$ cat src/shared/isar_params.svh
// offsets, codes and reset values of the input allocation router
`ifndef ISAR_PARAMS_SVH
`define ISAR_PARAMS_SVH

// register byte offsets on the wishbone slave
`define ISAR_OFS_CONTROL 8'h00
`define ISAR_OFS_BANK_A 8'h04
`define ISAR_OFS_BANK_B 8'h08
`define ISAR_OFS_BANK_C 8'h0c
`define ISAR_OFS_BANK_D 8'h10
`define ISAR_OFS_PIN_STATUS 8'h14
`define ISAR_OFS_FUNC_STATUS 8'h18

// reset values of the allocation banks and control register
`define ISAR_RST_CONTROL 16'h0000
`define ISAR_RST_BANK_A 16'h2100
`define ISAR_RST_BANK_B 16'h6543
`define ISAR_RST_BANK_C 16'h8888
`define ISAR_RST_BANK_D 16'h8888

// allocation mode value that enables free allocation
`define ISAR_MODE_FREE 4'h1

// allocation codes
`define ISAR_CODE_LAST_SLOT 4'h6
`define ISAR_CODE_ON 4'h7
`define ISAR_CODE_OFF 4'h8
`define ISAR_CODE_INV_BASE 4'h9

// number of input terminals
`define ISAR_SLOTS 7

`endif

$ cat src/shared/isar_pkg.sv
// types shared by the input allocation router
`default_nettype none

package isar_pkg;

    // control method codes
    typedef enum logic [3:0] {
        ISAR_M_SPEED = 4'h0,
        ISAR_M_POS = 4'h1,
        ISAR_M_TORQUE = 4'h2,
        ISAR_M_ISPD = 4'h3,
        ISAR_M_ISPD_SPD = 4'h4,
        ISAR_M_ISPD_POS = 4'h5,
        ISAR_M_ISPD_TRQ = 4'h6,
        ISAR_M_POS_SPD = 4'h7,
        ISAR_M_POS_TRQ = 4'h8,
        ISAR_M_TRQ_SPD = 4'h9,
        ISAR_M_ZERO_CLAMP = 4'ha,
        ISAR_M_INHIBIT = 4'hb
    } isar_method_e;

    // one four-bit allocation code
    typedef logic [3:0] isar_code_t;

endpackage

`default_nettype wire

$ cat src/hdl/isar_router.sv
// input allocation router: terminals to function signals, wishbone registers
//
// The implementer's own choices: the Wishbone register port and the placing of the registers.
`timescale 1ns/1ps
`default_nettype none
`include "isar_params.svh"

module isar_router (
    input wire logic ref_clk,
    input wire logic rst_b,
    input wire logic [6:0] io_connector_in,
    input wire logic wb_cyc_i,
    input wire logic wb_stb_i,
    input wire logic wb_we_i,
    input wire logic [7:0] wb_adr_i,
    input wire logic [31:0] wb_dat_i,
    input wire logic [3:0] wb_sel_i,
    output logic [31:0] wb_dat_o,
    output logic wb_ack_o,
    output logic servo_enable,
    output logic proportional_request,
    output logic forward_run_prohibit,
    output logic reverse_run_prohibit,
    output logic alarm_reset,
    output logic forward_torque_limit,
    output logic reverse_torque_limit,
    output logic direction_select,
    output logic speed_select_bit_a,
    output logic speed_select_bit_b,
    output logic control_method_switch,
    output logic zero_clamp,
    output logic reference_pulse_inhibit
);
    import isar_pkg::*;

    logic [15:0] control_q;
    logic [15:0] bank_a_q;
    logic [15:0] bank_b_q;
    logic [15:0] bank_c_q;
    logic [15:0] bank_d_q;
    logic [6:0] pin_meta_q;
    logic [6:0] pin_q;
    logic ack_q;
    logic [31:0] dat_q;
    logic [12:0] func_q;
    logic [12:0] func_d;
    logic [15:0] rd_d;
    logic free_mode;
    isar_method_e method;

    ////////////////////////////////////////////////////////////////////////
    // helpers

    // routed level for one code; slot codes 0-6 are active when the pin is low
    // unless the function defaults to active high (overtravel inputs); codes 9-F invert this
    function automatic logic isar_pick(input isar_code_t code,
                                       input logic [6:0] pins,
                                       input logic act_high,
                                       input logic no_force);
        logic lvl;
        lvl = 1'b0;
        if (code <= `ISAR_CODE_LAST_SLOT) begin
            lvl = pins[code[2:0]] ~^ act_high;
        end else if (code == `ISAR_CODE_ON) begin
            lvl = !no_force;
        end else if (code == `ISAR_CODE_OFF) begin
            lvl = 1'b0;
        end else begin
            lvl = pins[3'(code - `ISAR_CODE_INV_BASE)] ^ act_high;
        end
        return lvl;
    endfunction

    // merges written bytes into a 16-bit register
    function automatic logic [15:0] isar_merge(input logic [15:0] old,
                                               input logic [31:0] wd,
                                               input logic [3:0] sel);
        logic [15:0] v;
        v = old;
        if (sel[0]) begin
            v[7:0] = wd[7:0];
        end
        if (sel[1]) begin
            v[15:8] = wd[15:8];
        end
        return v;
    endfunction

    assign free_mode = (bank_a_q[3:0] == `ISAR_MODE_FREE);
    assign method = isar_method_e'(control_q[3:0]);

    ////////////////////////////////////////////////////////////////////////
    // terminal synchroniser; first stage feeds only the second

    always_ff @(posedge ref_clk) begin
        if (!rst_b) begin
            pin_meta_q <= 7'h7f;
            pin_q <= 7'h7f;
        end else begin
            pin_meta_q <= io_connector_in;
            pin_q <= pin_meta_q;
        end
    end

    ////////////////////////////////////////////////////////////////////////
    // routing; bit order of func: servo, prop, fwd ot, rev ot, alarm,
    // fwd limit, rev limit, dir, speed_select_bit_a, speed_select_bit_b, method sw, zero clamp, inhibit

    always_comb begin
        func_d = 13'h0000;
        if (free_mode) begin
            // every field reads the same synchronised pins, so a shared
            // slot lands on all its functions in the same cycle
            func_d[0] = isar_pick(bank_a_q[7:4], pin_q, 1'b0, 1'b0);
            func_d[1] = isar_pick(bank_a_q[11:8], pin_q, 1'b0, 1'b0);
            func_d[2] = isar_pick(bank_a_q[15:12], pin_q, 1'b1, 1'b0);
            func_d[3] = isar_pick(bank_b_q[3:0], pin_q, 1'b1, 1'b0);
            func_d[4] = isar_pick(bank_b_q[7:4], pin_q, 1'b0, 1'b1);
            func_d[5] = isar_pick(bank_b_q[11:8], pin_q, 1'b0, 1'b0);
            func_d[6] = isar_pick(bank_b_q[15:12], pin_q, 1'b0, 1'b0);
            func_d[7] = isar_pick(bank_c_q[3:0], pin_q, 1'b0, 1'b0);
            func_d[8] = isar_pick(bank_c_q[7:4], pin_q, 1'b0, 1'b0);
            func_d[9] = isar_pick(bank_c_q[11:8], pin_q, 1'b0, 1'b0);
            func_d[10] = isar_pick(bank_c_q[15:12], pin_q, 1'b0, 1'b0);
            func_d[11] = isar_pick(bank_d_q[3:0], pin_q, 1'b0, 1'b0);
            func_d[12] = isar_pick(bank_d_q[7:4], pin_q, 1'b0, 1'b0);
        end else begin
            // fixed wiring; only the meaning of slots 1, 5, 6 moves
            func_d[0] = !pin_q[0];
            func_d[2] = pin_q[2];
            func_d[3] = pin_q[3];
            func_d[4] = !pin_q[4];
            case (method)
                ISAR_M_ISPD, ISAR_M_ISPD_SPD,
                ISAR_M_ISPD_POS, ISAR_M_ISPD_TRQ: begin
                    func_d[7] = !pin_q[1];
                    func_d[8] = !pin_q[5];
                    func_d[9] = !pin_q[6];
                end
                ISAR_M_POS_SPD, ISAR_M_POS_TRQ, ISAR_M_TRQ_SPD: begin
                    func_d[10] = !pin_q[1];
                    func_d[5] = !pin_q[5];
                    func_d[6] = !pin_q[6];
                end
                ISAR_M_ZERO_CLAMP: begin
                    func_d[11] = !pin_q[1];
                    func_d[5] = !pin_q[5];
                    func_d[6] = !pin_q[6];
                end
                ISAR_M_INHIBIT: begin
                    func_d[12] = !pin_q[1];
                    func_d[5] = !pin_q[5];
                    func_d[6] = !pin_q[6];
                end
                default: begin
                    // codes 0-2, and undefined C-F fall back to them
                    func_d[1] = !pin_q[1];
                    func_d[5] = !pin_q[5];
                    func_d[6] = !pin_q[6];
                end
            endcase
        end
    end

    // function outputs registered so no routing glitch reaches the drive
    always_ff @(posedge ref_clk) begin
        if (!rst_b) begin
            func_q <= 13'h0000;
        end else begin
            func_q <= func_d;
        end
    end

    assign servo_enable = func_q[0];
    assign proportional_request = func_q[1];
    assign forward_run_prohibit = func_q[2];
    assign reverse_run_prohibit = func_q[3];
    assign alarm_reset = func_q[4];
    assign forward_torque_limit = func_q[5];
    assign reverse_torque_limit = func_q[6];
    assign direction_select = func_q[7];
    assign speed_select_bit_a = func_q[8];
    assign speed_select_bit_b = func_q[9];
    assign control_method_switch = func_q[10];
    assign zero_clamp = func_q[11];
    assign reference_pulse_inhibit = func_q[12];

    ////////////////////////////////////////////////////////////////////////
    // wishbone slave: ack one cycle after the strobe, write at the ack edge

    always_comb begin
        rd_d = 16'h0000;
        if (wb_adr_i == `ISAR_OFS_CONTROL) begin
            rd_d = control_q;
        end else if (wb_adr_i == `ISAR_OFS_BANK_A) begin
            rd_d = bank_a_q;
        end else if (wb_adr_i == `ISAR_OFS_BANK_B) begin
            rd_d = bank_b_q;
        end else if (wb_adr_i == `ISAR_OFS_BANK_C) begin
            rd_d = bank_c_q;
        end else if (wb_adr_i == `ISAR_OFS_BANK_D) begin
            rd_d = bank_d_q;
        end else if (wb_adr_i == `ISAR_OFS_PIN_STATUS) begin
            rd_d = {9'h000, pin_q};
        end else if (wb_adr_i == `ISAR_OFS_FUNC_STATUS) begin
            rd_d = {3'h0, func_q};
        end
    end

    // handshake and read data; unmapped addresses answer zero
    always_ff @(posedge ref_clk) begin
        if (!rst_b) begin
            ack_q <= 1'b0;
            dat_q <= 32'h00000000;
        end else begin
            ack_q <= wb_cyc_i && wb_stb_i && !ack_q;
            if (wb_cyc_i && wb_stb_i && !ack_q) begin
                dat_q <= {16'h0000, rd_d};
            end
        end
    end

    assign wb_ack_o = ack_q;
    assign wb_dat_o = dat_q;

    // register writes; status words are read only
    always_ff @(posedge ref_clk) begin
        if (!rst_b) begin
            control_q <= `ISAR_RST_CONTROL;
            bank_a_q <= `ISAR_RST_BANK_A;
            bank_b_q <= `ISAR_RST_BANK_B;
            bank_c_q <= `ISAR_RST_BANK_C;
            bank_d_q <= `ISAR_RST_BANK_D;
        end else if (wb_cyc_i && wb_stb_i && wb_we_i && ack_q) begin
            if (wb_adr_i == `ISAR_OFS_CONTROL) begin
                control_q <= isar_merge(control_q, wb_dat_i, wb_sel_i);
            end else if (wb_adr_i == `ISAR_OFS_BANK_A) begin
                bank_a_q <= isar_merge(bank_a_q, wb_dat_i, wb_sel_i);
            end else if (wb_adr_i == `ISAR_OFS_BANK_B) begin
                bank_b_q <= isar_merge(bank_b_q, wb_dat_i, wb_sel_i);
            end else if (wb_adr_i == `ISAR_OFS_BANK_C) begin
                bank_c_q <= isar_merge(bank_c_q, wb_dat_i, wb_sel_i);
            end else if (wb_adr_i == `ISAR_OFS_BANK_D) begin
                bank_d_q <= isar_merge(bank_d_q, wb_dat_i, wb_sel_i);
            end
        end
    end
endmodule

`default_nettype wire

$ cat config.mk
export PLATFORM = sky130hd
export DESIGN_NAME = isar_router
export DESIGN_NICKNAME = d
export VERILOG_FILES = /design/src/shared/isar_pkg.sv /design/src/hdl/isar_router.sv
export VERILOG_INCLUDE_DIRS = /design/src /design/src/shared
export SDC_FILE = /design/constraint.sdc
export NUM_CORES = 1
export LEC_CHECK = 0
export BUFFER_PORTS_ARGS = -buffer_cell sky130_fd_sc_hd__buf_2
export CORE_ASPECT_RATIO = 1.1
export CORE_MARGIN = 3
export CORE_UTILIZATION = 36
export DETAILED_ROUTE_END_ITERATION = 16
export GPL_TIMING_DRIVEN = 0
export PLACE_DENSITY = 0.51
export SLEW_MARGIN = 25
export SYNTH_ARGS = -nofsm -noshare
export SYNTH_HDL_FRONTEND = slang
export SYNTH_SLANG_ARGS = --single-unit
$ cat constraint.sdc
create_clock -name ref_clk -period 2.9 [get_ports ref_clk]
set_input_delay 0.29 -clock ref_clk [delete_from_list [all_inputs] [get_ports ref_clk]]
set_output_delay 0.29 -clock ref_clk [all_outputs]
set_load 0.01 [all_outputs]
==> summary.txt <==
Clock power frac - 48.9%
H-tree depth - 4
TritonCTS clock tree - done
reg2reg end - func_q[9]
clock buffer depth - 2
crit-path max cell delay - 0.85 ns
CP top delay family - simple AND/OR/NAND/NOR gates
synth unique cells - 65
drt initial violations - 784
antenna viol nets, final - 0
Reg power frac - 41.7%
largest area contributor in the synthesized netlist - dfxtp_1
Cell Chain, Critical Path - nor4b_1 > and2_1 > clkbuf_1 > o21ai_0 > o21ai_0
Hold Crit Endpoint - pin_meta_q[5]
Synth Cell Area - 8460 um2
max_cap viols - 0
simple-gate share of the synthesized area - 23.5%
Clock Latency Late Sink - 0.43 ns
DRC viols - 0
r2r worst-path depth - 5
Sw Ratio - 27.4%
ys flop type - dfxtp_1
largest net degree at the start of global routing - 17
endpoints failing setup - 0
fillers - 2,390
Post-Syn Instances - 1,030
HP Start - io_connector_in[5]
WHS - 0.0456 ns
PwrDens - 430 nW/um2
Combinational Power Share - 9.5%
Slew HR - 33.7%
# Post-CTS Setup Buffers - 0
CP required - 3.19 ns
adder-cell share of the synthesized area - 6.07%
Post-synth EDFFs - 0
Util after Layout - 42.5%
Port-buffer cells - 66
most frequent cell after synthesis - nand2_1
routability congestion estimate - 0.943
vias per cell - 5.75
Post-Synth XOR/XNOR Area - 0.104%
CP Max Fanout - 10
Slew Limit Fails - 0
Tot GR Track Use - 24.9%
RSZ-0062 raised after global routing - no
Startpoint Class - register
area growth from synthesis to layout - 15.5%
largest family of logic cells by synthesized area - simple AND/OR/NAND/NOR gates
Pleak - 3.76 nW
Net Sw Power - 0.00115 W
wire per inst - 22.4 um
Root Driver - clkbuf_16
total wire length - 32,200 um
Slew @ Worst Pin - 0.981 ns
final cell count without fillers - 1,441
Fin Setup TNS - 0 ns
ANT cells - 0
mux share of post-synthesis cell area - 12.7%
reg-to-reg startpoint - bank_a_q[2]
setup slack, reg-to-reg - 0.22 ns
ys async rst share - 0%
slowest CP cell - nor4b_1
full die area - 25,400 um2
Tmin final - 2.68 ns
die height - 167 um
Post-DP HPWL - 24,100 um
Fin. Hold Viols - 0
Final nets - 1,227
DR vias - 8,281
synth warn - 0
internal power - 0.00305 W
fin crit share - 92.3%
vias in the first global route - 7,767
Num CTS Buffers - 17
most frequent cell on the critical path - o21ai_0
core outline area - 23,000 um2
Mean Syn Cell Area - 8.21 um2
placed insts - 1,411
drt pass-1 iters - 5
Seq/Total Area, Yosys - 29.4%
compound-cell area share of the yosys netlist - 21.0%
hold path cells - 2
Max VDD drop - 0.384 mV
Worst Hold Class - input port to register
fmax - 374 MHz
Clk pin slew, worst setup/hold paths - 0.06 ns
Initial Util - 36.8%
Critical Path Sink Type - register
total grt overflow - 0
total power - 0.00420 W
ratio of cells with drive above 1 in the final layout - 17.6%
skew final - 0.0120 ns
worst path bufs/invs - 1
num rows - 58
initial antenna violation count - 1
Num Clock Sinks - 124
CP Class - register to register
outcome - finished clean
Yosys reg bits - 124
Post-CTS Hold Buffers - 0
Synth top area share - 29.4%
synth top area cells - dfxtp_1 (29%), nand2_1 (7.9%), mux4_2 (7.2%)
Commonest cells post-synth - nand2_1 (177), dfxtp_1 (124), nand3_1 (67)
CTS resizes - 0
Arr. time, crit path - 2.97 ns
Ports - 102
first-pass GRT wire length - 48,400 um
die span in x - 152 um
cell usage in the layout, fill, tap and decap left out, drive strengths merged, types with 18 or more instances in the layout:
cell type / netlist / final
nand2: 178 / 178
dfxtp: 124 / 124
buf: 43 / 109
clkbuf: 53 / 70
nand3: 67 / 67
a21boi: 63 / 63
nor2: 52 / 52
o21ai: 50 / 50
inv: 40 / 42
ha: 41 / 41
nand2b: 33 / 33
mux4: 27 / 27
mux2i: 26 / 26
a21oi: 25 / 25
a31oi: 20 / 20
mux2: 18 / 18
cell type report:
cell class | instances | area, um2 | share of cell area [%]
Buffer | 96 | 467 | 4.78
Multi-Input combinational cell | 785 | 5420 | 55.4
Sequential cell | 124 | 2480 | 25.4
Inverter | 40 | 150 | 1.54
Timing Repair Buffer | 66 | 330 | 3.38
Clock inverter | 13 | 123 | 1.26
Clock buffer | 17 | 425 | 4.36
Tap cell | 300 | 375 | 3.84
cell families after synthesis:
kind of cell / Yosys count
and+or+nand+nor: 405
AOI/OAI and AO/OA: 251
buffers and inverters: 136
DFF: 124
muxes: 71
adders and majority gates: 41
other: 1
xor gates and xnor gates: 1
per-layer routing:
layer  GRT usage (%)  vias up  wire length [um]
li1                -     3859                 -
met1            33.5     4022             14000
met2            40.7      335             15300
met3            3.95       65              2000
met4            8.76        0               988
met5               0        -                 0
metrics by stage:
step | setup slack, ns | instance area (um2)
final | 0.223 | 9770
after global routing | 0.0845 | 9770
after global placement | 0.209 | 9220
after detailed placement | 0.226 | 9220
after CTS | 0.205 | 9770
after floorplan | 0.760 | 8510
worst max-delay path by stage:
stage | end | cells after the start | slack, ns | start
after floorplan | func_q[3] | 9 | 0.76 | bank_b_q[0]
after global placement | func_q[3] | 9 | 0.21 | bank_b_q[0]
after detailed placement | func_q[3] | 9 | 0.23 | bank_b_q[0]
after CTS | func_q[3] | 9 | 0.21 | bank_b_q[0]
after global routing | func_q[9] | 5 | 0.08 | bank_a_q[1]
final | func_q[9] | 5 | 0.22 | bank_a_q[2]
state kept, by name, indices dropped and copies added (netlist names):
signal / cells
func_q: 13
bank_c_q: 16
bank_a_q: 16
wb_ack_o: 1
bank_b_q: 16
wb_dat_o: 16
bank_d_q: 16
control_q: 16
pin_meta_q: 7
pin_q: 7
power groups by stage:
stage / registers [W] / clock network (W) / logic, W
after global routing: 0.00175 / 0.00215 / 0.000427
after CTS: 0.00175 / 0.00206 / 0.000395
after detailed placement: 0.00179 / 0 / 0.000393
after floorplan: 0.00179 / 0 / 0.000220
final: 0.00175 / 0.00205 / 0.000398
after global placement: 0.00179 / 0 / 0.000394
Note: power is estimated with default switching activity, not from simulation.
